File: config.mk
export PLATFORM = sky130hd
export DESIGN_NAME = udlr_core
export DESIGN_NICKNAME = d
export VERILOG_FILES = /design/src/logic/udlr_pkg.sv /design/src/logic/udlr_timer.sv /design/src/logic/udlr_core.sv
export SDC_FILE = /design/constraint.sdc
export NUM_CORES = 1
export LEC_CHECK = 0
export BUFFER_PORTS_ARGS = -buffer_cell sky130_fd_sc_hd__buf_2
export CORE_UTILIZATION = 45
export DETAILED_ROUTE_END_ITERATION = 10
export GPL_TIMING_DRIVEN = 0
export SLEW_MARGIN = 25
export SYNTH_ARGS = -nofsm -noshare
export SYNTH_HDL_FRONTEND = slang
export SYNTH_HIERARCHICAL = 1
export SYNTH_SLANG_ARGS = --single-unit
File: constraint.sdc
create_clock -name sys_clk -period 2.9 [get_ports sys_clk]
set_input_delay 0.58 -clock sys_clk [delete_from_list [all_inputs] [get_ports sys_clk]]
set_output_delay 0.58 -clock sys_clk [all_outputs]
set_load 0.01 [all_outputs]
File: src/logic/udlr_pkg.sv
// Package of constants for the USB DMA lockup recovery block
package udlr_pkg;
    localparam logic [11:0] ADDR_CTRL    = 12'h000;
    localparam logic [11:0] ADDR_STATUS  = 12'h004;
    localparam logic [11:0] ADDR_IRQ_ST  = 12'h008;
    localparam logic [11:0] ADDR_IRQ_MSK = 12'h00C;
    localparam logic [11:0] ADDR_T2_CNT  = 12'h010;
    localparam logic [11:0] ADDR_T1_CNT  = 12'h014;
    localparam logic [11:0] ADDR_EXPECT  = 12'h018;
    localparam logic [11:0] ADDR_EVENT   = 12'h01C;
    localparam int CLK_HZ       = 20000000;
    localparam int T2_MS        = 40;
    localparam int T2_MAX_MS    = 50;
    localparam int T1_MS        = 200;
    localparam int T2_CYCLES    = (CLK_HZ / 1000) * T2_MS;
    localparam int T2_MAX_CYC   = (CLK_HZ / 1000) * T2_MAX_MS - 1;
    localparam int T1_CYCLES    = (CLK_HZ / 1000) * T1_MS;
    localparam int CTRL_EN_BIT  = 0;
    localparam int CTRL_DEV_BIT = 1;
    localparam int IRQ_OK_BIT   = 0;
    localparam int IRQ_HUNG_BIT = 1;
    localparam int IRQ_DONE_BIT = 2;
    localparam int IRQ_W        = 3;
    localparam logic [31:0] EXPECT_RESET = 32'hA5A5_5A5A;
    typedef enum logic [7:0] {
        UDLR_IDLE   = 8'h01,
        UDLR_ARMED  = 8'h02,
        UDLR_START  = 8'h04,
        UDLR_WAIT   = 8'h08,
        UDLR_CHECK  = 8'h10,
        UDLR_DISC   = 8'h20,
        UDLR_RESET  = 8'h40,
        UDLR_SETUP  = 8'h80
    } udlr_state_t;
endpackage

File: src/logic/udlr_timer.sv
// Down counter used for the test and disconnect delay timers
`timescale 1ns/100ps
`default_nettype none
module udlr_timer #(
    parameter int W = 32
) (
    input  wire logic         sys_clk,
    input  wire logic         rst_n,
    input  wire logic         start,
    input  wire logic         stop,
    input  wire logic [W-1:0] load,
    output logic              expired,
    output logic              running
);
    logic [W-1:0] cnt;
    logic [W-1:0] next_cnt;
    logic         next_expired;
    logic         next_running;

    if (W < 2) begin : g_bad_w
        $error("timer width below two bits");
    end

    always_comb begin
        next_cnt     = cnt;
        next_running = running;
        next_expired = 1'b0;
        if (stop) begin
            next_running = 1'b0;
        end else if (start) begin
            next_cnt     = (load == '0) ? {{(W-1){1'b0}}, 1'b1} : load;
            next_running = 1'b1;
        end else if (running) begin
            next_cnt = cnt - {{(W-1){1'b0}}, 1'b1};
            if (cnt == {{(W-1){1'b0}}, 1'b1}) begin
                next_running = 1'b0;
                next_expired = 1'b1;
            end
        end
    end

    always_ff @(posedge sys_clk) begin
        if (!rst_n) begin
            cnt     <= '0;
            running <= 1'b0;
            expired <= 1'b0;
        end else begin
            cnt     <= next_cnt;
            running <= next_running;
            expired <= next_expired;
        end
    end
endmodule // udlr_timer
`default_nettype wire

File: src/logic/udlr_core.sv
// USB DMA lockup detection and recovery sequencer with APB registers
// What this block does
// Bus reset during active DMA may lock the master; arm detection.
// Only a full subsystem reset clears a locked master.
// Detection only runs in device mode, at any link speed.
// Locked master blocks enumeration; recovery restores it.
// On first missing-descriptor event, idle master tests, busy recovers.
// Dummy IN1 test: setup request then doorbell ring.
// Test timer under 50 ms, 40 ms default; expiry means recovery.
// On completion compare buffer data; mismatch means recovery.
// Recovery forces disconnect then starts delay of at least 200 ms.
// Delay terminal count programmable upward for longer downtime.
// Reset subsystem, wait delay, then request device-mode setup.
// Timers are clock counters; extra missing events ignored meanwhile.
//
// Local design decisions: the placing of the registers and the APB interface to the registers.
`timescale 1ns/100ps
`default_nettype none
module udlr_core #(
    parameter int T1_FLOOR = udlr_pkg::T1_CYCLES
) (
    input  wire logic        sys_clk,
    input  wire logic        rst_n,
    input  wire logic        psel,
    input  wire logic        penable,
    input  wire logic        pwrite,
    input  wire logic [11:0] paddr,
    input  wire logic [31:0] pwdata,
    output logic [31:0]      prdata,
    output logic             pready,
    output logic             pslverr,
    input  wire logic        bus_reset,
    input  wire logic        desc_missing,
    input  wire logic        master_idle,
    input  wire logic        completion_interrupt,
    input  wire logic [31:0] buf_data,
    input  wire logic        setup_done,
    output logic             test_setup_req,
    output logic             doorbell_in1,
    output logic             force_disconnect,
    output logic             subsys_reset,
    output logic             device_setup_req,
    output logic             irq
);
    localparam logic [31:0] T2_DEF = 32'(udlr_pkg::T2_CYCLES);
    localparam logic [31:0] T2_MAX = 32'(udlr_pkg::T2_MAX_CYC);
    localparam logic [31:0] T1_MIN = 32'(T1_FLOOR);

    if (T1_FLOOR < 1) begin : g_bad_floor
        $error("delay floor must be positive");
    end

    udlr_pkg::udlr_state_t state;
    udlr_pkg::udlr_state_t next_state;
    logic [1:0]  ctrl;
    logic [1:0]  next_ctrl;
    logic [udlr_pkg::IRQ_W-1:0] irq_st;
    logic [udlr_pkg::IRQ_W-1:0] next_irq_st;
    logic [udlr_pkg::IRQ_W-1:0] irq_msk;
    logic [udlr_pkg::IRQ_W-1:0] next_irq_msk;
    logic [udlr_pkg::IRQ_W-1:0] ev;
    logic [31:0] t2_cnt;
    logic [31:0] next_t2_cnt;
    logic [31:0] t1_cnt;
    logic [31:0] next_t1_cnt;
    logic [31:0] expect_val;
    logic [31:0] next_expect_val;
    logic [7:0]  recov_cnt;
    logic [7:0]  next_recov_cnt;
    logic [31:0] next_prdata;
    logic        next_pready;
    logic        next_pslverr;
    logic        next_test_setup;
    logic        next_doorbell;
    logic        next_disc;
    logic        next_sreset;
    logic        next_dsetup;
    logic        t2_start;
    logic        t1_start;
    logic        t2_exp;
    logic        t1_exp;
    logic        t1_run;
    logic        wr_acc;
    logic        rd_acc;

    function automatic logic hit(input logic [11:0] a, input logic [11:0] o);
        return a == o;
    endfunction

    assign wr_acc = psel && penable && pwrite && !pready;
    assign rd_acc = psel && penable && !pwrite && !pready;

    udlr_timer #(.W(32)) u_dummy_test_timer (
        .sys_clk (sys_clk),
        .rst_n   (rst_n),
        .start   (t2_start),
        .stop    (completion_interrupt),
        .load    (t2_cnt),
        .expired (t2_exp),
        .running ()
    );

    udlr_timer #(.W(32)) u_disconnect_delay_timer (
        .sys_clk (sys_clk),
        .rst_n   (rst_n),
        .start   (t1_start),
        .stop    (1'b0),
        .load    (t1_cnt),
        .expired (t1_exp),
        .running (t1_run)
    );

    // Sequencer
    always_comb begin
        next_state      = state;
        t2_start        = 1'b0;
        t1_start        = 1'b0;
        ev              = '0;
        next_test_setup = 1'b0;
        next_doorbell   = 1'b0;
        next_disc       = force_disconnect;
        next_sreset     = 1'b0;
        next_dsetup     = device_setup_req;
        next_recov_cnt  = recov_cnt;
        case (state)
            udlr_pkg::UDLR_IDLE: begin
                if (ctrl[udlr_pkg::CTRL_EN_BIT]
                    && ctrl[udlr_pkg::CTRL_DEV_BIT] && bus_reset) begin
                    next_state = udlr_pkg::UDLR_ARMED;
                end
            end
            udlr_pkg::UDLR_ARMED: begin
                if (!ctrl[udlr_pkg::CTRL_DEV_BIT]) begin
                    next_state = udlr_pkg::UDLR_IDLE;
                end else if (desc_missing) begin
                    if (master_idle) begin
                        next_state      = udlr_pkg::UDLR_START;
                        next_test_setup = 1'b1;
                    end else begin
                        next_state = udlr_pkg::UDLR_DISC;
                    end
                end
            end
            udlr_pkg::UDLR_START: begin
                next_doorbell = 1'b1;
                t2_start      = 1'b1;
                next_state    = udlr_pkg::UDLR_WAIT;
            end
            udlr_pkg::UDLR_WAIT: begin
                if (completion_interrupt) begin
                    next_state = udlr_pkg::UDLR_CHECK;
                end else if (t2_exp) begin
                    next_state = udlr_pkg::UDLR_DISC;
                end
            end
            udlr_pkg::UDLR_CHECK: begin
                if (buf_data == expect_val) begin
                    next_state = udlr_pkg::UDLR_IDLE;
                    ev[udlr_pkg::IRQ_OK_BIT] = 1'b1;
                end else begin
                    next_state = udlr_pkg::UDLR_DISC;
                end
            end
            udlr_pkg::UDLR_DISC: begin
                next_disc  = 1'b1;
                t1_start   = 1'b1;
                next_state = udlr_pkg::UDLR_RESET;
                ev[udlr_pkg::IRQ_HUNG_BIT] = 1'b1;
                next_recov_cnt = recov_cnt + 8'h01;
            end
            udlr_pkg::UDLR_RESET: begin
                next_sreset = !t1_exp;
                if (t1_exp) begin
                    next_state  = udlr_pkg::UDLR_SETUP;
                    next_disc   = 1'b0;
                    next_dsetup = 1'b1;
                end
            end
            udlr_pkg::UDLR_SETUP: begin
                if (setup_done) begin
                    next_dsetup = 1'b0;
                    next_state  = udlr_pkg::UDLR_IDLE;
                    ev[udlr_pkg::IRQ_DONE_BIT] = 1'b1;
                end
            end
            default: next_state = udlr_pkg::UDLR_IDLE;
        endcase
    end

    // APB registers
    always_comb begin
        next_ctrl       = ctrl;
        next_irq_msk    = irq_msk;
        next_t2_cnt     = t2_cnt;
        next_t1_cnt     = t1_cnt;
        next_expect_val = expect_val;
        next_irq_st     = irq_st;
        next_pready     = psel && penable && !pready;
        next_pslverr    = 1'b0;
        next_prdata     = '0;
        if (wr_acc) begin
            if (hit(paddr, udlr_pkg::ADDR_CTRL)) begin
                next_ctrl = pwdata[1:0];
            end else if (hit(paddr, udlr_pkg::ADDR_IRQ_ST)) begin
                next_irq_st = irq_st & ~pwdata[udlr_pkg::IRQ_W-1:0];
            end else if (hit(paddr, udlr_pkg::ADDR_IRQ_MSK)) begin
                next_irq_msk = pwdata[udlr_pkg::IRQ_W-1:0];
            end else if (hit(paddr, udlr_pkg::ADDR_T2_CNT)) begin
                next_t2_cnt = (pwdata > T2_MAX) ? T2_MAX : pwdata;
            end else if (hit(paddr, udlr_pkg::ADDR_T1_CNT)) begin
                next_t1_cnt = (pwdata < T1_MIN) ? T1_MIN : pwdata;
            end else if (hit(paddr, udlr_pkg::ADDR_EXPECT)) begin
                next_expect_val = pwdata;
            end else if (!hit(paddr, udlr_pkg::ADDR_STATUS)) begin
                next_pslverr = 1'b1;
            end
        end
        if (rd_acc) begin
            if (hit(paddr, udlr_pkg::ADDR_CTRL)) begin
                next_prdata = {30'h0, ctrl};
            end else if (hit(paddr, udlr_pkg::ADDR_STATUS)) begin
                next_prdata = {15'h0, t1_run, recov_cnt, state};
            end else if (hit(paddr, udlr_pkg::ADDR_IRQ_ST)) begin
                next_prdata = {29'h0, irq_st};
            end else if (hit(paddr, udlr_pkg::ADDR_IRQ_MSK)) begin
                next_prdata = {29'h0, irq_msk};
            end else if (hit(paddr, udlr_pkg::ADDR_T2_CNT)) begin
                next_prdata = t2_cnt;
            end else if (hit(paddr, udlr_pkg::ADDR_T1_CNT)) begin
                next_prdata = t1_cnt;
            end else if (hit(paddr, udlr_pkg::ADDR_EXPECT)) begin
                next_prdata = expect_val;
            end else begin
                next_pslverr = 1'b1;
            end
        end
        next_irq_st = next_irq_st | ev;
    end

    always_ff @(posedge sys_clk) begin
        if (!rst_n) begin
            state            <= udlr_pkg::UDLR_IDLE;
            ctrl             <= 2'h0;
            irq_st           <= '0;
            irq_msk          <= '0;
            t2_cnt           <= T2_DEF;
            t1_cnt           <= T1_MIN;
            expect_val       <= udlr_pkg::EXPECT_RESET;
            recov_cnt        <= 8'h00;
            prdata           <= 32'h0000_0000;
            pready           <= 1'b0;
            pslverr          <= 1'b0;
            test_setup_req   <= 1'b0;
            doorbell_in1     <= 1'b0;
            force_disconnect <= 1'b0;
            subsys_reset     <= 1'b0;
            device_setup_req <= 1'b0;
            irq              <= 1'b0;
        end else begin
            state            <= next_state;
            ctrl             <= next_ctrl;
            irq_st           <= next_irq_st;
            irq_msk          <= next_irq_msk;
            t2_cnt           <= next_t2_cnt;
            t1_cnt           <= next_t1_cnt;
            expect_val       <= next_expect_val;
            recov_cnt        <= next_recov_cnt;
            prdata           <= next_prdata;
            pready           <= next_pready;
            pslverr          <= next_pslverr;
            test_setup_req   <= next_test_setup;
            doorbell_in1     <= next_doorbell;
            force_disconnect <= next_disc;
            subsys_reset     <= next_sreset;
            device_setup_req <= next_dsetup;
            irq              <= |(next_irq_st & next_irq_msk);
        end
    end

    a_busy_recover: assert property (@(posedge sys_clk) disable iff (!rst_n)
        state == udlr_pkg::UDLR_ARMED && desc_missing && !master_idle
        && ctrl[udlr_pkg::CTRL_DEV_BIT] |=> ##1 force_disconnect)
        else $error("busy master did not disconnect");
    a_ring_after_setup: assert property (@(posedge sys_clk) disable iff (!rst_n)
        $rose(test_setup_req) |=> doorbell_in1)
        else $error("doorbell did not follow test setup");
    a_ignore_missing: assert property (@(posedge sys_clk) disable iff (!rst_n)
        state == udlr_pkg::UDLR_WAIT && !completion_interrupt && !t2_exp
        |=> state == udlr_pkg::UDLR_WAIT)
        else $error("wait left without cause");
    a_timeout_hung: assert property (@(posedge sys_clk) disable iff (!rst_n)
        state == udlr_pkg::UDLR_WAIT && t2_exp && !completion_interrupt
        |=> ##1 force_disconnect)
        else $error("test timeout did not recover");
    a_bad_data: assert property (@(posedge sys_clk) disable iff (!rst_n)
        state == udlr_pkg::UDLR_CHECK && buf_data != expect_val
        |=> ##1 force_disconnect ##1 subsys_reset)
        else $error("bad data did not recover");
    a_t1_floor: assert property (@(posedge sys_clk) disable iff (!rst_n)
        t1_cnt >= T1_MIN)
        else $error("delay below minimum");
    a_reset_held: assert property (@(posedge sys_clk) disable iff (!rst_n)
        $rose(subsys_reset) |-> force_disconnect && t1_run)
        else $error("subsystem reset without disconnect");
    a_setup_after: assert property (@(posedge sys_clk) disable iff (!rst_n)
        $rose(device_setup_req) |-> $past(t1_exp))
        else $error("setup before delay end");
endmodule // udlr_core
`default_nettype wire

==> flow_metrics.py, run 1 <==
metrics = {
    "run_status": {
        "status": "finished, final reports clean",
    },
    "global_route": {
        "grt_pass1_wl_mm": 62.16,
        "overflow": 0,
        "grt.total_usage_pct": 31.60,
        "grt_pass1_vias": 10420,
        "antenna_found_initial": 0,
        "grt_max_degree": 13,
    },
    "sta": {
        "finalSetupViolCount": 0,
        "period_minus_slack_ns": 2.729,
        "rsz0062_at_grt": "no",
        "setup_ws_ns": 0.1708,
        "slew_viol_final": 0,
        "fin_skew_ns": 0.009490,
        "worst_pin_slew_ns": 0.9247,
        "max_slew_margin_pct": 37.84,
        "hold_viol": 0,
        "period_share_pct": 94.11,
        "max_freq_mhz": 366.4,
    },
    "placed_design": {
        "gp_congestion": 0.9444,
        "portBuffers": 125,
        "dp.cells": 1771,
        "dpl_cell_area_um2": 12150,
        "pre_cts_ws_ns": -0.5228,
        "dp_hpwl_mm": 31.06,
    },
    "synth": {
        "ys.flop_type": "dfxtp_1",
        "synth_seq_cells": 228,
        "yosysSeqAreaShare_pct": 41.06,
        "syn_area_um2": 11120,
        "synth_edf_count": 0,
        "yosysTopAreaCell": "dfxtp_1",
        "postSynthCellCount": 1322,
        "yosysWarnings": 6,
        "syn_avg_cell_area_um2": 8.408,
        "synth_area_leaders": "dfxtp_1, nand2_1, a21oi_1",
        "async_flop_share_pct": 0,
        "yosysUniqueCellTypes": 89,
        "syn_nets": 1413,
        "yosys.area.top_type_share_pct": 41.06,
    },
    "final_layout": {
        "diodes": 0,
        "fillers": 2369,
        "postLayoutCoreUtil_pct": 53.73,
        "fin_area_um2": 13030,
        "layout.cells.non_filler": 1817,
        "area_growth_pct": 17.20,
        "final_nets": 1564,
        "drive_above_1_share_pct": 16.34,
    },
    "drt": {
        "ant_nets": 0,
        "postRouteWirelength_mm": 40.80,
        "firstDrtPassIters": 8,
        "wire_per_inst_um": 22.45,
        "remaining_drc_errors": 0,
        "first_iter_violations": 1198,
        "viasPerCell": 6.143,
        "vias": 11160,
    },
    "power_and_ir_drop": {
        "p_switching_mw": 1.522,
        "vdd_drop_max_mv": 0.3318,
        "power_mw": 6.696,
        "pwr-share-comb_pct": 4.3,
        "power.density_nw_per_um2": 514.0,
        "swShare_pct": 22.73,
        "p_clk_share_pct": 48.8,
        "seqPwrFrac_pct": 46.9,
        "power_leakage_nw": 5.174,
        "p_int_mw": 5.174,
    },
    "floorplanning": {
        "start_util_pct": 45.84,
        "die-area_um2": 25330,
        "chipHeight_um": 159.2,
        "placementRows": 57,
        "die_w_um": 159.2,
        "ios": 126,
        "core_um2": 24250,
    },
    "worst_setup_path": {
        "critPathKind": "flop to flop",
        "start_kind": "flop",
        "cp.required_ns": 3.32,
        "crit_fanout": 10,
        "r2r-end": "u_disconnect_delay_timer/cnt[26]$_SDFFE_PN0P_",
        "end_kind": "flop",
        "r2r_cells": 9,
        "ff2ff_setup_slack_ns": 0.17,
        "r2r_start": "state[4]$_SDFFE_PN0P_",
        "critPathArrivalTime_ns": 3.15,
    },
    "worst_hold_path": {
        "hold_start": "pwdata[24]",
        "hold_end": "expect_val[24]$_SDFFE_PN1P_",
        "hold_path_class": "input port to flop",
        "holdPathStages": 3,
    },
    "cts": {
        "cts_buffers": 26,
        "cts_tree": "done",
        "cts_root_buf": "clkbuf_16",
        "clk_pin_slew_ns": 0.06,
        "clockBufferDepth": 3,
        "insertion_delay_ns": 0.53,
        "htreeDepth": 1,
        "cts.sinks": 228,
        "cts_hold_buf": 0,
    },
    "job": {
        "max_cap_viol_count": 0,
    },
}
-- critical path: stages (launching register included) --
cell and delay (ns):
dfxtp_1 0.55, nor3_4 0.10, and4b_1 0.20, buf_2 0.22, clkbuf_4 0.26, o21bai_1 0.30
clkbuf_2 0.32, buf_2 0.30, o21ai_0 0.14, a211o_1 0.23
-- logic make-up after synthesis --
group	synth area share, %
AOI/OAI and AO/OA	21.14
xor gates and xnor gates	4.018
adders and majority gates	0.5628
buffers and inverters	4.075
DFF	41.06
muxes	1.688
other	0.03374
and+or+nand+nor	27.42
-- routing by layer --
layer | global-route usage, % | part of all wire (%)
met4 | 14.47 | 4.6
met3 | 4.064 | 7.4
met1 | 41.28 | 42
met5 | 0 | 0
met2 | 52.05 | 46
-- synth_stat cells (10+ instances only) --
| cell type | n |
|---|---|
| and2_1 | 19 |
| and3_1 | 15 |
| nor2_1 | 119 |
| a222oi_1 | 19 |
| xor2_1 | 45 |
| nor3_1 | 40 |
| o21ai_0 | 52 |
| nor4b_1 | 10 |
| clkbuf_1 | 68 |
| mux2i_1 | 12 |
| inv_1 | 22 |
| nand2_1 | 160 |
| dfxtp_1 | 228 |
| nor4_1 | 47 |
| nand3_1 | 56 |
| a31oi_1 | 19 |
| a21oi_1 | 95 |
| or4_1 | 16 |
| a22oi_1 | 31 |
| nand4_1 | 24 |
| o211ai_1 | 16 |
-- cell usage in the layout (no fill, tap or decap), types with 6 or more instances in the layout --
| cell | n |
|---|---|
| dfxtp_1 | 228 |
| nand2_1 | 160 |
| buf_2 | 132 |
| nor2_1 | 119 |
| a21oi_1 | 95 |
| clkbuf_1 | 68 |
| nand3_1 | 56 |
| o21ai_0 | 52 |
| nor4_1 | 46 |
| xor2_1 | 45 |
| nor3_1 | 39 |
| a22oi_1 | 31 |
| clkbuf_16 | 27 |
| nand4_1 | 24 |
| inv_1 | 22 |
| and2_1 | 19 |
| a31oi_1 | 19 |
| a222oi_1 | 19 |
| or4_1 | 16 |
| o211ai_1 | 16 |
| and3_1 | 15 |
| mux2i_1 | 12 |
| nor4b_1 | 10 |
| o221a_2 | 9 |
| a211oi_1 | 8 |
| o31ai_1 | 8 |
| a221oi_1 | 8 |
| nor2b_1 | 7 |
| or3_1 | 7 |
| nor4_4 | 6 |
| or2_2 | 6 |
| o221a_1 | 6 |
| a22o_1 | 6 |
| xnor2_1 | 6 |
| clkbuf_8 | 6 |
| clkinv_2 | 6 |
| clkbuf_2 | 6 |
-- sequential cells by signal, indices dropped and copies added, names as in the netlist --
name,cells
pslverr,1
u_dummy_test_timer/running,1
irq,1
prdata,32
u_dummy_test_timer/expired,1
doorbell_in1,1
u_disconnect_delay_timer/running,1
u_disconnect_delay_timer/cnt,32
expect_val,32
device_setup_req,1
ctrl,2
test_setup_req,1
force_disconnect,1
recov_cnt,8
irq_msk,3
u_disconnect_delay_timer/expired,1
irq_st,3
t2_cnt,32
u_dummy_test_timer/cnt,32
subsys_reset,1
t1_cnt,32
pready,1
state,8
-- final cells by class --
class                   count  area (um^2)  area share (%)
flip-flops and latches    228         4564           35.04
inverters                  24        90.09          0.6915
well taps                 324        405.4           3.112
plain buffers              84        369.1           2.833
repair buffers            125        625.6           4.802
clock buffers              40        784.5           6.022
clock inverters             8        68.82          0.5282
multi-input cells         984         6120           46.97
-- power groups by stage --
| stage | Combinational [mW] | Clock [mW] | Sequential [mW] |
|---|---|---|---|
| after detailed placement | 0.280 | 0 | 3.21 |
| after global placement | 0.280 | 0 | 3.21 |
| final | 0.287 | 3.27 | 3.14 |
| after floorplan | 0.115 | 0 | 3.21 |
| after CTS | 0.281 | 3.30 | 3.14 |
| after global routing | 0.302 | 3.44 | 3.14 |
-- how the worst max path moves through the flow --
stage,end,from,cells after the start
floorplan,u_disconnect_delay_timer/cnt[26]$_SDFFE_PN0P_,state[4]$_SDFFE_PN0P_,10
global placement,u_disconnect_delay_timer/cnt[23]$_SDFFE_PN0P_,state[4]$_SDFFE_PN0P_,10
detailed placement,u_disconnect_delay_timer/cnt[12]$_SDFFE_PN0P_,state[4]$_SDFFE_PN0P_,11
CTS,u_disconnect_delay_timer/cnt[7]$_SDFFE_PN0P_,state[4]$_SDFFE_PN0P_,10
global route,u_dummy_test_timer/cnt[27]$_SDFFE_PN0P_,u_dummy_test_timer/cnt[4]$_SDFFE_PN0P_,5
finish,u_disconnect_delay_timer/cnt[26]$_SDFFE_PN0P_,state[4]$_SDFFE_PN0P_,9
-- per-stage QoR --
step                hold slack [ns]  setup TNS [ns]
global route                 0.3161               0
CTS                          0.2918               0
finish                       0.3025               0
floorplan                    0.4481               0
detailed placement           0.4524          -11.77
global placement             0.4444          -13.64
-- repair_timing --
action | 4_1_cts | 5_1_grt
pin swaps | 0 | 0
resized for setup | 8 | 7
setup buffers | 0 | 0
endpoints found under the setup margin | 45 | 36
No activity file was read; power rests on OpenSTA's default activity.
==> run 2: changes to the inputs <==
--- a/config.mk
+++ b/config.mk
@@ -5,7 +5,9 @@
 export SDC_FILE = /design/constraint.sdc
 export NUM_CORES = 1
 export LEC_CHECK = 0
+export ABC_AREA = 1
 export BUFFER_PORTS_ARGS = -buffer_cell sky130_fd_sc_hd__buf_2
+export CORE_MARGIN = 4
 export CORE_UTILIZATION = 45
 export DETAILED_ROUTE_END_ITERATION = 10
 export GPL_TIMING_DRIVEN = 0
==> run 2 against run 1 <==
  * Register-to-register slack worse by 0.02 ns
  * Power is 10% higher
  * Via count is 23% higher
  * Cell count is 40% higher
  * Cell area is 15% higher
  * Combinational power is 78% higher
  * Clock skew is 0.00064 ns lower
  * Die area is 24% higher
  * Worst setup slack worse by 0.023 ns
  * Fmax is 0.85% lower
  * Critical path type unchanged
  * Critical endpoint is now u_disconnect_delay_timer/cnt[28]$_SDFFE_PN0P_
  * Largest cell class unchanged
  * Highest routed layer unchanged
==> flow_metrics.py, run 2 <==
metrics = {
    "worst_hold_path": {
        "hold_start": "pwdata[29]",
        "hold_path_class": "input port to flop",
        "holdPathStages": 3,
    },
    "synth": {
        "postSynthCellCount": 1998,
        "yosysUniqueCellTypes": 50,
        "synth.most_common_cell": "nand2_1",
        "async_flop_share_pct": 0,
        "synth_seq_cells": 228,
        "synth_area_leaders": "dfxtp_1, nand2_1, inv_1",
        "yosysTopAreaCell": "dfxtp_1",
        "syn_nets": 2089,
        "syn_avg_cell_area_um2": 6.456,
        "yosysWarnings": 6,
        "yosysSeqAreaShare_pct": 35.39,
        "syn_area_um2": 12900,
        "synth_common_cells": "nand2_1, inv_1, nor2_1",
        "synth_edf_count": 0,
        "ys.flop_type": "dfxtp_1",
        "yosys.area.top_type_share_pct": 35.39,
    },
    "final_layout": {
        "postLayoutCoreUtil_pct": 53.40,
        "mostFrequentLayoutCell": "nand2_1",
        "diodes": 0,
        "drive_above_1_share_pct": 14.79,
        "most-common-layout-cells": "nand2_1, inv_1, nor2_1",
        "area_growth_pct": 15.97,
        "fillers": 2938,
        "fin_area_um2": 14960,
        "final_nets": 2243,
    },
    "cts": {
        "clockBufferDepth": 3,
        "cts.sinks": 228,
        "cts_buffers": 27,
        "post-cts-setup-buffers": 0,
        "clk_pin_slew_ns": 0.06,
        "htreeDepth": 1,
        "insertion_delay_ns": 0.54,
        "cts_root_buf": "clkbuf_16",
        "cts_tree": "done",
    },
    "power_and_ir_drop": {
        "p_switching_mw": 1.793,
        "swShare_pct": 24.25,
        "p_int_mw": 5.599,
        "power.density_nw_per_um2": 494.1,
        "p_clk_share_pct": 50.2,
        "seqPwrFrac_pct": 42.8,
        "power_leakage_nw": 7.383,
        "pwr-share-comb_pct": 6.9,
        "vdd_drop_max_mv": 0.3895,
    },
    "floorplanning": {
        "placementRows": 61,
        "core_um2": 28010,
        "start_util_pct": 46.05,
        "ios": 126,
        "die-area_um2": 31440,
        "chipHeight_um": 177.3,
        "die_w_um": 177.3,
    },
    "worst_setup_path": {
        "critPathArrivalTime_ns": 3.15,
        "r2r_start": "state[0]$_SDFFE_PN1P_",
        "crit_start": "state[0]$_SDFFE_PN1P_",
        "start_kind": "flop",
        "crit_fanout": 10,
        "ff2ff_setup_slack_ns": 0.15,
        "cp.required_ns": 3.30,
        "end_kind": "flop",
        "r2r_cells": 11,
        "critPathKind": "flop to flop",
    },
    "drt": {
        "viasPerCell": 5.388,
        "wire_per_inst_um": 19.27,
        "remaining_drc_errors": 0,
        "postRouteWirelength_mm": 49.13,
        "ant_nets": 0,
        "vias": 13730,
        "first_iter_violations": 1294,
        "firstDrtPassIters": 6,
    },
    "sta": {
        "finalSetupViolCount": 0,
        "period_share_pct": 94.92,
        "tns_ns": 0,
        "slew_viol_final": 0,
        "worst_pin_slew_ns": 0.9416,
        "rsz0062_at_grt": "no",
        "max_slew_margin_pct": 37.23,
        "fin_skew_ns": 0.008847,
        "max_freq_mhz": 363.3,
        "period_minus_slack_ns": 2.753,
        "hold_viol": 0,
    },
    "global_route": {
        "overflow": 0,
        "antenna_found_initial": 0,
        "grt_pass1_vias": 12680,
        "grt_max_degree": 13,
        "grt_pass1_wl_mm": 74.36,
        "grt.total_usage_pct": 30.58,
    },
    "job": {
        "max_cap_viol_count": 0,
    },
    "placed_design": {
        "dp_hpwl_mm": 38.97,
        "gp_congestion": 0.9389,
        "dpl_cell_area_um2": 14000,
        "portBuffers": 125,
    },
    "run_status": {
        "status": "finished, final reports clean",
    },
}
## run 2: final cells by class
type	instances	area (um^2)	share of cell area, %
multi-input cells	1415	6883	46.01
flip-flops and latches	228	4564	30.51
inverters	279	1047	7.001
clock buffers	35	765.7	5.119
repair buffers	125	625.6	4.182
well taps	378	473.0	3.162
plain buffers	76	406.6	2.719
clock inverters	13	192.7	1.288
## run 2: what timing repair did
action,in CTS,in global routing
endpoints found under the hold margin,0,0
endpoints found under the setup margin,0,17
hold buffers,0,0
gates resized for setup,0,4
## run 2: worst paths after layout
| check | end |
|---|---|
| worst max-delay path | u_disconnect_delay_timer/cnt[28]$_SDFFE_PN0P_ |
| worst min-delay path | expect_val[29]$_SDFFE_PN1P_ |
| worst max register to register | u_disconnect_delay_timer/cnt[28]$_SDFFE_PN0P_ |
| worst min register to register | t1_cnt[24]$_SDFFE_PN0P_ |
## run 2: critical path: stages (launching register included)
cell      delay [ns]
dfxtp_1         0.34
nor2_1          0.20
inv_1           0.10
nor2_4          0.15
nand4_1         0.14
buf_2           0.24
inv_1           0.21
buf_2           0.30
clkbuf_1        0.52
a21oi_1         0.23
nand2_1         0.11
a21oi_1         0.06
## run 2: stage by stage
stage / setup slack, ns / hold WS, ns / power [mW] / cells
6_report: 0.1473 / 0.3145 / 7.391 / 2549
5_1_grt: 0.01622 / 0.3142 / 7.611 / 2549
2_1_floorplan: 0.8502 / 0.4383 / 3.529 / 1998
3_3_place_gp: 0.1903 / 0.4704 / 3.735 / 2501
3_5_place_dp: 0.1662 / 0.4796 / 3.738 / 2501
4_1_cts: 0.1142 / 0.2904 / 7.437 / 2549
## run 2: power by group through the flow
| stage | Clock, mW | Combinational [mW] | Sequential, mW |
|---|---|---|---|
| final | 3.71 | 0.512 | 3.17 |
| after detailed placement | 0 | 0.502 | 3.24 |
| after global placement | 0 | 0.499 | 3.24 |
| after CTS | 3.77 | 0.504 | 3.17 |
| after global routing | 3.88 | 0.569 | 3.17 |
| after floorplan | 0 | 0.296 | 3.23 |
## run 2: cells by family (layout without fill, tap and decap cells)
group                    count (synthesis)  after routing  synth area share, %
AO/OA/AOI/OAI                          384            384                16.91
XOR/XNOR                                17             17                1.154
adder cells (fa/ha/maj)                  5              5               0.4850
buffers and inverters                  355            528                11.25
flip-flops                             228            228                35.39
other                                    1              1              0.02907
AND/OR/NAND/NOR                       1008           1008                34.79
## run 2: layer usage
layer  GRT usage (%)  vias to the layer above  routed length, um
met5               0                        -                  0
met4           6.607                        0               1138
met3           4.069                       64               4162
met2           45.27                      580              20370
met1           47.27                     6343              23460
li1                -                     6746                  -
